$ cat src/logic/bbf_pkg.sv
// Constants, types and helpers of the backlight brightness and boost
// frequency block. Assumes a 50 MHz clock; shared by the meter and the top.
package bbf_pkg;

  // ************************************************************
  // Register map
  // ************************************************************
  localparam logic [7:0] ADDR_BOOST_CONTROL = 8'h13;
  localparam logic [7:0] ADDR_HIGH_THRESHOLD = 8'h15;
  localparam logic [7:0] ADDR_LOW_THRESHOLD = 8'h16;
  localparam logic [7:0] ADDR_BRIGHTNESS_LOW = 8'h18;
  localparam logic [7:0] ADDR_BRIGHTNESS_HIGH = 8'h19;

  // Field positions in boost control
  localparam int MIN_INDUCTOR_BIT = 4;
  localparam int FREQ_SELECT_BIT = 5;
  localparam int FREQ_SHIFT_BIT = 6;

  // Values after reset
  localparam logic [7:0] RST_BOOST_CONTROL = 8'h00;
  localparam logic [7:0] RST_THRESHOLD = 8'h00;
  localparam logic [7:0] RST_BRIGHTNESS_HIGH = 8'h00;
  localparam logic [2:0] RST_BRIGHTNESS_LOW = 3'h0;
  localparam logic [10:0] RST_CODE = 11'h000;

  // ************************************************************
  // Code widths and timing
  // ************************************************************
  localparam int CODE_W = 11;
  localparam logic [10:0] CODE_MAX = 11'h7ff;
  localparam int CLOCK_MHZ = 50;
  localparam int RAMP_BASE_NS = 125000;
  localparam int RAMP_BASE_CYCLES = (RAMP_BASE_NS * CLOCK_MHZ + 999) / 1000;
  localparam int PWM_SAMPLE_NS = 1250;
  localparam int PWM_SAMPLE_CYCLES = (PWM_SAMPLE_NS * CLOCK_MHZ + 999) / 1000;
  localparam int PWM_WINDOW_SAMPLES = 2047;

  // ************************************************************
  // Types
  // ************************************************************
  typedef enum logic [1:0] {
    MODE_BUS = 2'h0,
    MODE_PWM = 2'h1,
    MODE_MULT_RAMP = 2'h2,
    MODE_RAMP_MULT = 2'h3
  } bbf_mode_type;

  typedef enum logic [1:0] {
    FREQ_250K = 2'h0,
    FREQ_500K = 2'h1,
    FREQ_1M = 2'h3
  } bbf_freq_type;

  typedef enum logic {
    RAMP_IDLE = 1'b0,
    RAMP_RUN = 1'b1
  } bbf_ramp_type;

  // Scale a code by a duty code; full duty passes the code unchanged
  function automatic logic [10:0] bbf_scale(input logic [10:0] code,
                                            input logic [10:0] duty);
    logic [21:0] prod;
    prod = 22'(code) * 22'(duty);
    if (duty == CODE_MAX) begin
      return code;
    end
    return prod[21:11];
  endfunction

endpackage

$ cat src/logic/bbf_duty_if.sv
// Carrier between the PWM duty meter and the brightness top.
// Assumes both ends run on the same clock.
`timescale 1ns/1ps
interface bbf_duty_if;
  logic pwm_level;
  logic [10:0] duty_code;
  logic duty_update;
  modport meter (input pwm_level, output duty_code, output duty_update);
  modport user (output pwm_level, input duty_code, input duty_update);
endinterface

$ cat src/logic/bbf_pwm_meter.sv
// PWM duty meter: counts high samples over a fixed window of samples.
// Assumes pwm_level is already synchronised to clock.
`timescale 1ns/1ps
module bbf_pwm_meter #(
  parameter int SAMPLE_CYCLES = bbf_pkg::PWM_SAMPLE_CYCLES,
  parameter int WINDOW_SAMPLES = bbf_pkg::PWM_WINDOW_SAMPLES
) (
  // Clock and reset
  input wire logic clock,
  input wire logic rst_n,
  // Duty carrier
  bbf_duty_if.meter duty
);

  logic [11:0] div_count, next_div_count;
  logic [10:0] win_count, next_win_count;
  logic [10:0] high_count, next_high_count;
  logic [10:0] duty_code, next_duty_code;
  logic duty_update, next_duty_update;

  // ************************************************************
  // Sampling and window count
  // ************************************************************
  // A window of 2047 samples gives the code directly, no divider needed;
  // the PWM period must be well under the window for a steady reading
  always_comb begin
    next_div_count = div_count;
    next_win_count = win_count;
    next_high_count = high_count;
    next_duty_code = duty_code;
    next_duty_update = 1'b0;
    if (div_count == 12'(SAMPLE_CYCLES - 1)) begin
      next_div_count = 12'h000;
      if (win_count == 11'(WINDOW_SAMPLES - 1)) begin
        next_win_count = 11'h000;
        next_duty_code = high_count + 11'(duty.pwm_level);
        next_high_count = 11'h000;
        next_duty_update = 1'b1;
      end else begin
        next_win_count = win_count + 11'h001;
        next_high_count = high_count + 11'(duty.pwm_level);
      end
    end else begin
      next_div_count = div_count + 12'h001;
    end
  end

  // Registers of the meter
  always_ff @(posedge clock or negedge rst_n) begin
    if (!rst_n) begin
      div_count <= 12'h000;
      win_count <= 11'h000;
      high_count <= 11'h000;
      duty_code <= bbf_pkg::RST_CODE;
      duty_update <= 1'b0;
    end else begin
      div_count <= next_div_count;
      win_count <= next_win_count;
      high_count <= next_high_count;
      duty_code <= next_duty_code;
      duty_update <= next_duty_update;
    end
  end

  assign duty.duty_code = duty_code;
  assign duty.duty_update = duty_update;

endmodule

$ cat src/logic/bbf_top.sv
// Brightness path and boost frequency selection of a dual-string
// backlight driver. Registers arrive as decoded byte accesses from a
// two-wire bus slave on the same clock; the PWM pin is asynchronous.
`timescale 1ns/1ps
module bbf_top #(
  parameter int RAMP_BASE_CYC = bbf_pkg::RAMP_BASE_CYCLES,
  parameter int SAMPLE_CYCLES = bbf_pkg::PWM_SAMPLE_CYCLES
) (
  // Clock and reset
  input wire logic clock,
  input wire logic nrst,
  // Register access port
  input wire logic reg_wr_en,
  input wire logic reg_rd_en,
  input wire logic [7:0] reg_addr,
  input wire logic [7:0] reg_wr_data,
  output logic [7:0] reg_rd_data,
  output logic reg_rd_valid,
  // Brightness control settings
  input wire logic [1:0] brightness_mode,
  input wire logic [2:0] ramp_rate_sel,
  // PWM dimming pin
  input wire logic pwm_in,
  // Analog side controls
  output logic [10:0] led_sink_current,
  output logic [1:0] boost_freq,
  output logic freq_shift,
  output logic max_boost_duty,
  output logic min_inductor_large,
  output logic ramp_busy
);

  // ************************************************************
  // Reset and pin synchronisers
  // ************************************************************
  logic rst_meta, rst_n;
  logic pwm_meta, pwm_sync;

  // Release of reset passes two flops, assertion is immediate
  always_ff @(posedge clock or negedge nrst) begin
    if (!nrst) begin
      rst_meta <= 1'b0;
      rst_n <= 1'b0;
    end else begin
      rst_meta <= 1'b1;
      rst_n <= rst_meta;
    end
  end

  // PWM pin to clock domain; only the second flop is read
  always_ff @(posedge clock or negedge rst_n) begin
    if (!rst_n) begin
      pwm_meta <= 1'b0;
      pwm_sync <= 1'b0;
    end else begin
      pwm_meta <= pwm_in;
      pwm_sync <= pwm_meta;
    end
  end

  // ************************************************************
  // Duty meter
  // ************************************************************
  bbf_duty_if duty_bus ();
  assign duty_bus.pwm_level = pwm_sync;

  bbf_pwm_meter #(
    .SAMPLE_CYCLES(SAMPLE_CYCLES),
    .WINDOW_SAMPLES(bbf_pkg::PWM_WINDOW_SAMPLES)
  ) u_meter (
    .clock(clock),
    .rst_n(rst_n),
    .duty(duty_bus.meter)
  );

  // ************************************************************
  // Register file
  // ************************************************************
  logic [7:0] boost_control, next_boost_control;
  logic [7:0] auto_freq_high_threshold, next_auto_freq_high_threshold;
  logic [7:0] auto_freq_low_threshold, next_auto_freq_low_threshold;
  logic [2:0] brightness_low_bits, next_brightness_low_bits;
  logic [7:0] brightness_high_bits, next_brightness_high_bits;
  logic [10:0] brightness_code, next_brightness_code;
  logic [7:0] next_reg_rd_data;
  logic next_reg_rd_valid;

  // Writes store fields; the target moves only on the high-bits write
  always_comb begin
    next_boost_control = boost_control;
    next_auto_freq_high_threshold = auto_freq_high_threshold;
    next_auto_freq_low_threshold = auto_freq_low_threshold;
    next_brightness_low_bits = brightness_low_bits;
    next_brightness_high_bits = brightness_high_bits;
    next_brightness_code = brightness_code;
    if (reg_wr_en) begin
      unique case (reg_addr)
        bbf_pkg::ADDR_BOOST_CONTROL: begin
          next_boost_control = reg_wr_data;
        end
        bbf_pkg::ADDR_HIGH_THRESHOLD: begin
          next_auto_freq_high_threshold = reg_wr_data;
        end
        bbf_pkg::ADDR_LOW_THRESHOLD: begin
          next_auto_freq_low_threshold = reg_wr_data;
        end
        bbf_pkg::ADDR_BRIGHTNESS_LOW: begin
          // Held aside until the high bits arrive
          next_brightness_low_bits = reg_wr_data[2:0];
        end
        bbf_pkg::ADDR_BRIGHTNESS_HIGH: begin
          next_brightness_high_bits = reg_wr_data;
          next_brightness_code = {reg_wr_data, brightness_low_bits};
        end
        default: begin
          // Unmapped writes are dropped
        end
      endcase
    end
  end

  // Read data is registered; unmapped addresses and the unused brightness low bits read zero, boost control reads back whole
  always_comb begin
    next_reg_rd_valid = reg_rd_en;
    next_reg_rd_data = 8'h00;
    if (reg_rd_en) begin
      unique case (reg_addr)
        bbf_pkg::ADDR_BOOST_CONTROL: begin
          next_reg_rd_data = boost_control;
        end
        bbf_pkg::ADDR_HIGH_THRESHOLD: begin
          next_reg_rd_data = auto_freq_high_threshold;
        end
        bbf_pkg::ADDR_LOW_THRESHOLD: begin
          next_reg_rd_data = auto_freq_low_threshold;
        end
        bbf_pkg::ADDR_BRIGHTNESS_LOW: begin
          next_reg_rd_data = {5'h00, brightness_low_bits};
        end
        bbf_pkg::ADDR_BRIGHTNESS_HIGH: begin
          next_reg_rd_data = brightness_high_bits;
        end
        default: begin
          next_reg_rd_data = 8'h00;
        end
      endcase
    end
  end

  // Register file state
  always_ff @(posedge clock or negedge rst_n) begin
    if (!rst_n) begin
      boost_control <= bbf_pkg::RST_BOOST_CONTROL;
      auto_freq_high_threshold <= bbf_pkg::RST_THRESHOLD;
      auto_freq_low_threshold <= bbf_pkg::RST_THRESHOLD;
      brightness_low_bits <= bbf_pkg::RST_BRIGHTNESS_LOW;
      brightness_high_bits <= bbf_pkg::RST_BRIGHTNESS_HIGH;
      brightness_code <= bbf_pkg::RST_CODE;
      reg_rd_data <= 8'h00;
      reg_rd_valid <= 1'b0;
    end else begin
      boost_control <= next_boost_control;
      auto_freq_high_threshold <= next_auto_freq_high_threshold;
      auto_freq_low_threshold <= next_auto_freq_low_threshold;
      brightness_low_bits <= next_brightness_low_bits;
      brightness_high_bits <= next_brightness_high_bits;
      brightness_code <= next_brightness_code;
      reg_rd_data <= next_reg_rd_data;
      reg_rd_valid <= next_reg_rd_valid;
    end
  end

  // ************************************************************
  // Ramper target selection
  // ************************************************************
  bbf_pkg::bbf_mode_type mode;
  logic [10:0] duty_code;
  logic [10:0] ramp_target;

  assign mode = bbf_pkg::bbf_mode_type'(brightness_mode);
  assign duty_code = duty_bus.duty_code;

  // Mode decides which source feeds the ramper
  always_comb begin
    ramp_target = brightness_code;
    unique case (mode)
      bbf_pkg::MODE_BUS: begin
        ramp_target = brightness_code;
      end
      bbf_pkg::MODE_PWM: begin
        ramp_target = duty_code;
      end
      bbf_pkg::MODE_MULT_RAMP: begin
        ramp_target = bbf_pkg::bbf_scale(brightness_code, duty_code);
      end
      bbf_pkg::MODE_RAMP_MULT: begin
        ramp_target = brightness_code;
      end
    endcase
  end

  // ************************************************************
  // Ramper
  // ************************************************************
  bbf_pkg::bbf_ramp_type ramp_state, next_ramp_state;
  logic [10:0] ramp_code, next_ramp_code;
  logic [23:0] ramp_timer, next_ramp_timer;
  logic [23:0] step_cycles;
  logic [10:0] stepped_code;

  // Eight rates, each doubling the base step time
  assign step_cycles = 24'(RAMP_BASE_CYC) << ramp_rate_sel;
  assign stepped_code = (ramp_target > ramp_code) ? ramp_code + 11'h001
                                                  : ramp_code - 11'h001;

  // First step is taken at once, later ones one step time apart, so a
  // move of n codes lasts (n - 1) step times
  always_comb begin
    next_ramp_state = ramp_state;
    next_ramp_code = ramp_code;
    next_ramp_timer = ramp_timer;
    if (ramp_timer != 24'h000000) begin
      next_ramp_timer = ramp_timer - 24'h000001;
    end
    unique case (ramp_state)
      bbf_pkg::RAMP_IDLE: begin
        if (ramp_target != ramp_code) begin
          next_ramp_code = stepped_code;
          next_ramp_timer = step_cycles - 24'h000001;
          next_ramp_state = bbf_pkg::RAMP_RUN;
        end
      end
      bbf_pkg::RAMP_RUN: begin
        if (ramp_timer == 24'h000000) begin
          if (ramp_target == ramp_code) begin
            next_ramp_state = bbf_pkg::RAMP_IDLE;
          end else begin
            next_ramp_code = stepped_code;
            next_ramp_timer = step_cycles - 24'h000001;
          end
        end
      end
    endcase
  end

  // Ramper state
  always_ff @(posedge clock or negedge rst_n) begin
    if (!rst_n) begin
      ramp_state <= bbf_pkg::RAMP_IDLE;
      ramp_code <= bbf_pkg::RST_CODE;
      ramp_timer <= 24'h000000;
    end else begin
      ramp_state <= next_ramp_state;
      ramp_code <= next_ramp_code;
      ramp_timer <= next_ramp_timer;
    end
  end

  // ************************************************************
  // Frequency selection
  // ************************************************************
  bbf_pkg::bbf_freq_type freq_choice;
  logic auto_mode;
  logic [10:0] next_led_sink_current;

  // Any non-zero threshold turns auto mode on
  assign auto_mode = (auto_freq_high_threshold != 8'h00) ||
                     (auto_freq_low_threshold != 8'h00);

  // Low threshold is tested first, so a low above high still gives 250k
  always_comb begin
    if (boost_control[bbf_pkg::FREQ_SELECT_BIT]) begin
      freq_choice = bbf_pkg::FREQ_1M;
    end else begin
      freq_choice = bbf_pkg::FREQ_500K;
    end
    if (auto_mode) begin
      if (brightness_high_bits < auto_freq_low_threshold) begin
        freq_choice = bbf_pkg::FREQ_250K;
      end else if (brightness_high_bits >= auto_freq_high_threshold) begin
        freq_choice = bbf_pkg::FREQ_1M;
      end else begin
        freq_choice = bbf_pkg::FREQ_500K;
      end
    end
  end

  // Mode 11 scales after the ramper, so duty changes act at once
  always_comb begin
    next_led_sink_current = ramp_code;
    if (mode == bbf_pkg::MODE_RAMP_MULT) begin
      next_led_sink_current = bbf_pkg::bbf_scale(ramp_code, duty_code);
    end
  end

  // ************************************************************
  // Output registers
  // ************************************************************
  always_ff @(posedge clock or negedge rst_n) begin
    if (!rst_n) begin
      led_sink_current <= bbf_pkg::RST_CODE;
      boost_freq <= bbf_pkg::FREQ_500K;
      freq_shift <= 1'b0;
      max_boost_duty <= 1'b0;
      min_inductor_large <= 1'b0;
      ramp_busy <= 1'b0;
    end else begin
      led_sink_current <= next_led_sink_current;
      boost_freq <= freq_choice;
      freq_shift <= boost_control[bbf_pkg::FREQ_SHIFT_BIT];
      // Half duty limit follows the lowest frequency only
      max_boost_duty <= (freq_choice == bbf_pkg::FREQ_250K);
      // Host-chosen inductor setting passed to the loop
      min_inductor_large <= boost_control[bbf_pkg::MIN_INDUCTOR_BIT];
      ramp_busy <= (next_ramp_state == bbf_pkg::RAMP_RUN);
    end
  end

endmodule

$ cat config.mk
export PLATFORM = sky130hd
export DESIGN_NAME = bbf_top
export DESIGN_NICKNAME = d
export VERILOG_FILES = /design/src/logic/bbf_pkg.sv /design/src/logic/bbf_duty_if.sv /design/src/logic/bbf_pwm_meter.sv /design/src/logic/bbf_top.sv
export SDC_FILE = /design/constraint.sdc
export NUM_CORES = 1
export LEC_CHECK = 0
export BUFFER_PORTS_ARGS = -buffer_cell sky130_fd_sc_hd__buf_4
export CAP_MARGIN = 20
export CORE_ASPECT_RATIO = 1.75
export CORE_UTILIZATION = 50
export DETAILED_ROUTE_END_ITERATION = 8
export PLACE_DENSITY = 0.66
export RECOVER_POWER = 25
export REMOVE_ABC_BUFFERS = 1
export SYNTH_ARGS = -nofsm -noshare
export SYNTH_HDL_FRONTEND = slang
export SYNTH_SLANG_ARGS = --single-unit
$ cat constraint.sdc
create_clock -name clock -period 4.8 [get_ports clock]
set_input_delay 0.48 -clock clock [delete_from_list [all_inputs] [get_ports clock]]
set_output_delay 0.48 -clock clock [all_outputs]
set_load 0.1 [all_outputs]
==> flow_summary.json, run 1 <==
{
  "post-synth-top-count-cell": "inv_1",
  "wl_met1_um": 14700,
  "final_net_count": 2242,
  "avgSynthCellArea_um2": 9.18,
  "slowest_delay_ns": 0.56,
  "worstHoldStart": "pwm_in",
  "num_antenna_cells": 0,
  "gr-usage-all-layers_pct": 27.1,
  "end_kind": "register",
  "grt_max_degree": 114,
  "yosys_most_used_dff": "dfrtp_1",
  "path_buf_inv": 4,
  "finalCritPeriodShare_pct": 165,
  "cts_tree": "done",
  "tightest_slew_ns": 2.63,
  "wl_met2_um": 22500,
  "skew_ns": 0.0110,
  "htree_levels": 4,
  "crit_top_cell": "fa_1",
  "syn-instance-count": 1677,
  "drt-pass1-iter-count": 5,
  "place.gp.congestion": 0.897,
  "area_delta_synth_final_pct": 25.2,
  "regToRegSetupSlack_ns": -3.14,
  "worstSkewPairLatency_ns": 0.45,
  "instances_no_fill": 2289,
  "synth.yosys.seq_area_share_pct": 24.1,
  "post_drt_wl_per_cell_um": 17.6,
  "dr_wl_met3_um": 1330,
  "pin_count": 52,
  "worstPathArrival_ns": 8.27,
  "synth.largest_area_cell": "dfrtp_1",
  "grt_pass1_vias": 13500,
  "synthArstFlopShare_pct": 100,
  "synth-edff-count": 0,
  "synth_area_leaders": "dfrtp_1 (24%), fa_1 (21%), ha_1 (14%)",
  "start_util_pct": 51.1,
  "crit_type": "register to register",
  "routed_wl_um": 40200,
  "maxUsedRoutingLayer": "met4",
  "r2r_start": "u_meter.duty.duty_code[4]",
  "synth-seq-cells": 148,
  "clkTransAtPathRegs_ns": 0.06,
  "r2r-end": "ramp_code[10]",
  "drc_errors": 0,
  "drive_above_1_share_pct": 25.1,
  "dp_hpwl_um": 29700,
  "cts_num_sinks": 148,
  "hold_violations": 0,
  "clockBufferDepth": 2,
  "die_x_um": 135,
  "cts_buffers": 17,
  "hold_class": "input port to register",
  "leakage_nw": 9.68,
  "antenna_found_initial": 0,
  "whs_endpoint": "pwm_meta",
  "drt_iter0_markers": 545,
  "worst_ep_required_time_ns": 5.13,
  "period_needed_ns": 7.94,
  "rr_worst_depth": 35,
  "grt-ovfl-total": 0,
  "crit_path_top_delay_cell": "fa_1",
  "violations": "capacitance limit, slew limit, setup timing",
  "grt_pass1_wl_um": 66300,
  "rsz0062_at_grt": "true",
  "start_kind": "register",
  "hold-worst-slack_ns": 0.165,
  "path_max_fanout": 4,
  "power.density_mw_per_mm2": 175,
  "startpoint": "u_meter.duty.duty_code[4]",
  "rows": 84,
  "die-area_mm2": 0.0315,
  "synth.cell_area_mm2": 0.0154,
  "fin_ws_ns": -3.14,
  "ys_top_cells_by_count": "inv_1 (227), nand2_1 (205), ha_1 (168)",
  "n_fill_cell": 2387,
  "max-vdd-ir-drop_mv": 0.368,
  "dp_slack_ns": -3.64,
  "viasPerCell": 5.52,
  "dr_total_vias": 12600,
  "synth_top_cell_area_share_pct": 23.9,
  "setup_violations": 46,
  "ys_types": 56,
  "crit_family": "adder cells",
  "core_area_mm2": 0.0302,
  "ant_nets": 0,
  "root_buffer": "clkbuf_16",
  "relSlewSlack_pct": -75.6,
  "status": "finished, violations left",
  "total_power_mw": 3.38,
  "port_buffers": 51,
  "yosys_warnings": 0,
  "placed_cells": 2189,
  "cap_violations": 1,
  "clock.fmax_mhz": 126,
  "fp.dieH_um": 234,
  "slew_viol_final": 114,
  "min_path_cells": 1
}
-- cell families after synthesis --
kind of cell / after synthesis / synth area share, %
other cells: 1 / 0.0243
compound gates: 241 / 9.43
fa+ha+maj: 327 / 34.3
xor+xnor: 73 / 4.15
flops: 148 / 24.1
buf+inv: 302 / 7.38
mux: 43 / 3.11
simple gates: 542 / 17.5
-- per-layer routing --
layer / vias up / global-route usage [%]
li1: 5881 / -
met5: - / 0
met4: 0 / 13.8
met1: 6319 / 29.1
met3: 121 / 3.29
met2: 305 / 51.3
-- worst register-to-register path, delay by kind of cell, from the launching register on --
family / cells / cell delay, ns
XOR/XNOR: 2 / 0.27
flip-flops: 1 / 0.44
adder cells (fa/ha/maj): 8 / 3.37
AND/OR/NAND/NOR: 6 / 0.69
AO/OA/AOI/OAI: 15 / 2.77
buffers and inverters: 4 / 0.32
-- metrics by stage --
stage               TNS [ns]  utilization [%]  area (µm²)
floorplan             -92.93                -       15100
global placement      -91.12             56.9       17200
detailed placement    -95.24             56.9       17200
CTS                   -74.23             61.9       18700
global route          -88.86             63.9       19300
finish                -76.96             63.9       19300
-- cell type report --
| class | count | area, µm² | share of cell area (%) |
|---|---|---|---|
| timing repair buffer | 266 | 2330 | 12.1 |
| clock buffer | 20 | 447 | 2.32 |
| inverter | 229 | 860 | 4.46 |
| tap | 387 | 484 | 2.51 |
| clock inverter | 12 | 166 | 0.863 |
| multi-input combinational | 1227 | 11300 | 58.5 |
| sequential | 148 | 3720 | 19.3 |
-- report_power, final --
group	switching [mW]	internal, mW
combinational	0.333	0.210
sequential	0.0800	1.33
clock	0.585	0.842
-- timing repair --
item,in CTS,in global routing
endpoints found under the setup margin,47,47
endpoints found under the hold margin,2,0
gates cloned,2,0
buffers inserted,40,28
hold buffers,1,0
gates resized for setup,162,105
pin swaps,72,64
-- sequential cells by signal (all words and copies together), names as in the netlist, 8 cells and up --
register and flops:
auto_freq_low_threshold 8, led_sink_current 11, boost_control 8, u_meter.div_count 12
brightness_high_bits 8, ramp_timer 24, reg_rd_data 8, u_meter.high_count 11
u_meter.win_count 11, auto_freq_high_threshold 8, ramp_code 11, u_meter.duty.duty_code 11
-- cell usage in the layout (no fill, tap or decap), drive strengths merged, types with 12 or more instances in the layout --
cell type and instances:
nand3 34, and3 12, o21ai 70, nor2 75, xor2 25, buf 261
a21oi 84, nor3 24, nand2b 17, ha 168, nand2 205, inv 232
or3 13, mux2 39, a21o 24, and2 109, clkbuf 24, nor4 12
xnor2 48, dfrtp 147, fa 159
-- worst max-delay path by stage --
stage | endpoint | depth (start not counted)
finish | ramp_code[10] | 35
floorplan | ramp_code[10] | 34
global route | ramp_code[10] | 38
CTS | ramp_code[10] | 33
detailed placement | ramp_code[10] | 33
global placement | ramp_code[10] | 33
Note: power is estimated with default switching activity, not from simulation.
==> inputs of run 2 (changes only) <==
--- a/config.mk
+++ b/config.mk
@@ -13,6 +13,7 @@
 export PLACE_DENSITY = 0.66
 export RECOVER_POWER = 25
 export REMOVE_ABC_BUFFERS = 1
+export SKIP_CTS_REPAIR_TIMING = 1
 export SYNTH_ARGS = -nofsm -noshare
 export SYNTH_HDL_FRONTEND = slang
 export SYNTH_SLANG_ARGS = --single-unit
==> run 2 against run 1 <==
The flow still finishes with violations (capacitance limit, slew limit, setup timing); critical path type unchanged; clock-buffer cell count did not move; via count fell by 1.6%; combinational power fell by 6.6%; largest power group unchanged; clock skew rose by 0.0019 ns; critical endpoint unchanged; non-clock buffer count fell by 41; final cell count fell by 1.7%; maximum frequency fell by 1.3%; total power fell by 1.1%; worst hold slack barely moved; utilization fell by 2.2 points; highest routed layer unchanged.
==> flow_summary.json, run 2 (synthesized netlist as in run 1, its figures left out) <==
{
  "hold_class": "input port to register",
  "power.density_mw_per_mm2": 179,
  "htree_levels": 4,
  "drc_errors": 0,
  "path_max_fanout": 4,
  "setup_violations": 46,
  "die_x_um": 135,
  "drive_above_1_share_pct": 20.7,
  "skew_ns": 0.0130,
  "num_antenna_cells": 0,
  "cts_buffers": 17,
  "antenna_found_initial": 0,
  "final_cell_mix": "inv_1 (220), nand2_1 (201), buf_4 (186)",
  "post_drt_wl_per_cell_um": 17.5,
  "hold_violations": 0,
  "drt-pass1-iter-count": 5,
  "pin_count": 52,
  "dp_hpwl_um": 29700,
  "start_kind": "register",
  "slowest_delay_ns": 0.56,
  "crit_top_cell": "fa_1",
  "final_common_cell": "inv_1",
  "viasPerCell": 5.53,
  "finalCritPeriodShare_pct": 168,
  "worstSkewPairLatency_ns": 0.45,
  "regToRegSetupSlack_ns": -3.24,
  "p_sw_mw": 0.980,
  "core_area_mm2": 0.0302,
  "clkTransAtPathRegs_ns": 0.06,
  "leakage_nw": 9.42,
  "grt_max_degree": 114,
  "relSlewSlack_pct": -75.9,
  "max-vdd-ir-drop_mv": 0.370,
  "crit_path_top_delay_cell": "fa_1",
  "cts_tree": "done",
  "gr-usage-all-layers_pct": 26.1,
  "cap_violations": 1,
  "final_net_count": 2202,
  "area_delta_synth_final_pct": 20.9,
  "drt_iter0_markers": 480,
  "cts_num_sinks": 148,
  "violations": "capacitance limit, slew limit, setup timing",
  "worstPathArrival_ns": 8.37,
  "dr_total_vias": 12400,
  "port_buffers": 51,
  "clock.fmax_mhz": 124,
  "place.gp.congestion": 0.897,
  "top_regs": "ramp_timer: 24 flops, u_meter.div_count: 12 flops",
  "largest_reg_flops": 24,
  "p_seq_share_pct": 42.2,
  "rsz0062_at_grt": "true",
  "die-area_mm2": 0.0315,
  "pwr-share-comb_pct": 15.2,
  "crit_type": "register to register",
  "root_buffer": "clkbuf_16",
  "grt-ovfl-total": 0,
  "period_needed_ns": 8.04,
  "status": "finished, violations left",
  "fin_ws_ns": -3.24,
  "rows": 84,
  "grt_pass1_vias": 13000,
  "hold-worst-slack_ns": 0.164,
  "fp.dieH_um": 234,
  "start_util_pct": 51.1,
  "power.internal_mw": 2.36,
  "total_power_mw": 3.34,
  "switching_share_pct": 29.3,
  "end_kind": "register",
  "routed_wl_um": 39300,
  "tightest_slew_ns": 2.64,
  "worst_ep_required_time_ns": 5.12,
  "grt_pass1_wl_um": 63900,
  "slew_viol_final": 114,
  "ant_nets": 0,
  "power_frac_clock_pct": 42.7,
  "clockBufferDepth": 2,
  "top_register": "ramp_timer"
}
[run 2: final cells by class]
| type | count | area (µm²) |
|---|---|---|
| fillers | 2496 | 11500 |
| multi-input cells | 1228 | 11000 |
| flip-flops and latches | 148 | 3720 |
| repair buffers | 225 | 1930 |
| inverters | 229 | 860 |
| well taps | 387 | 484 |
| clock buffers | 20 | 447 |
| clock inverters | 12 | 166 |
[run 2: power groups by stage]
| stage | Combinational (mW) | Sequential, mW | Clock [mW] |
|---|---|---|---|
| after global routing | 0.550 | 1.42 | 1.49 |
| after floorplan | 0.208 | 1.54 | 0 |
| after global placement | 0.479 | 1.43 | 0 |
| final | 0.507 | 1.41 | 1.42 |
| after detailed placement | 0.485 | 1.43 | 0 |
| after CTS | 0.490 | 1.41 | 1.45 |
[run 2: routing by layer]
layer | GRT usage [%] | part of all wire (%) | up-vias
met5 | 0 | 0 | -
met4 | 10.8 | 4.3 | 0
met3 | 3.11 | 3.9 | 118
met2 | 50.4 | 56 | 317
met1 | 28.2 | 36 | 6183
li1 | - | - | 5808
[run 2: worst paths after layout]
kind,start,endpoint,depth (start not counted)
max,u_meter.duty.duty_code[4],ramp_code[10],33
min reg2reg,rst_meta,rst_n,0
min,pwm_in,pwm_meta,1
min in group asynchronous,nrst,rst_n,2
max in group asynchronous,rst_n,brightness_code[2],1
max reg2reg,u_meter.duty.duty_code[4],ramp_code[10],33
[run 2: stage by stage]
step | cells | TNS, ns | setup slack, ns | instance area, µm² | util (%)
after CTS | 2221 | -96.26 | -3.68 | 17800 | 58.9
after floorplan | 1604 | -92.93 | -3.72 | 15100 | -
final | 2249 | -83.15 | -3.24 | 18600 | 61.7
after global routing | 2249 | -94.59 | -3.55 | 18600 | 61.7
after detailed placement | 2189 | -95.24 | -3.64 | 17200 | 56.9
after global placement | 2189 | -91.12 | -3.52 | 17200 | 56.9
[run 2: critical path: cells and delay by family (launching register included)]
| family | cells | cell delay (ns) |
|---|---|---|
| AOI/OAI and AO/OA | 12 | 2.58 |
| adders and majority gates | 8 | 3.43 |
| and+or+nand+nor | 8 | 1.07 |
| xor gates and xnor gates | 1 | 0.10 |
| buffers and inverters | 4 | 0.30 |
| DFF | 1 | 0.44 |
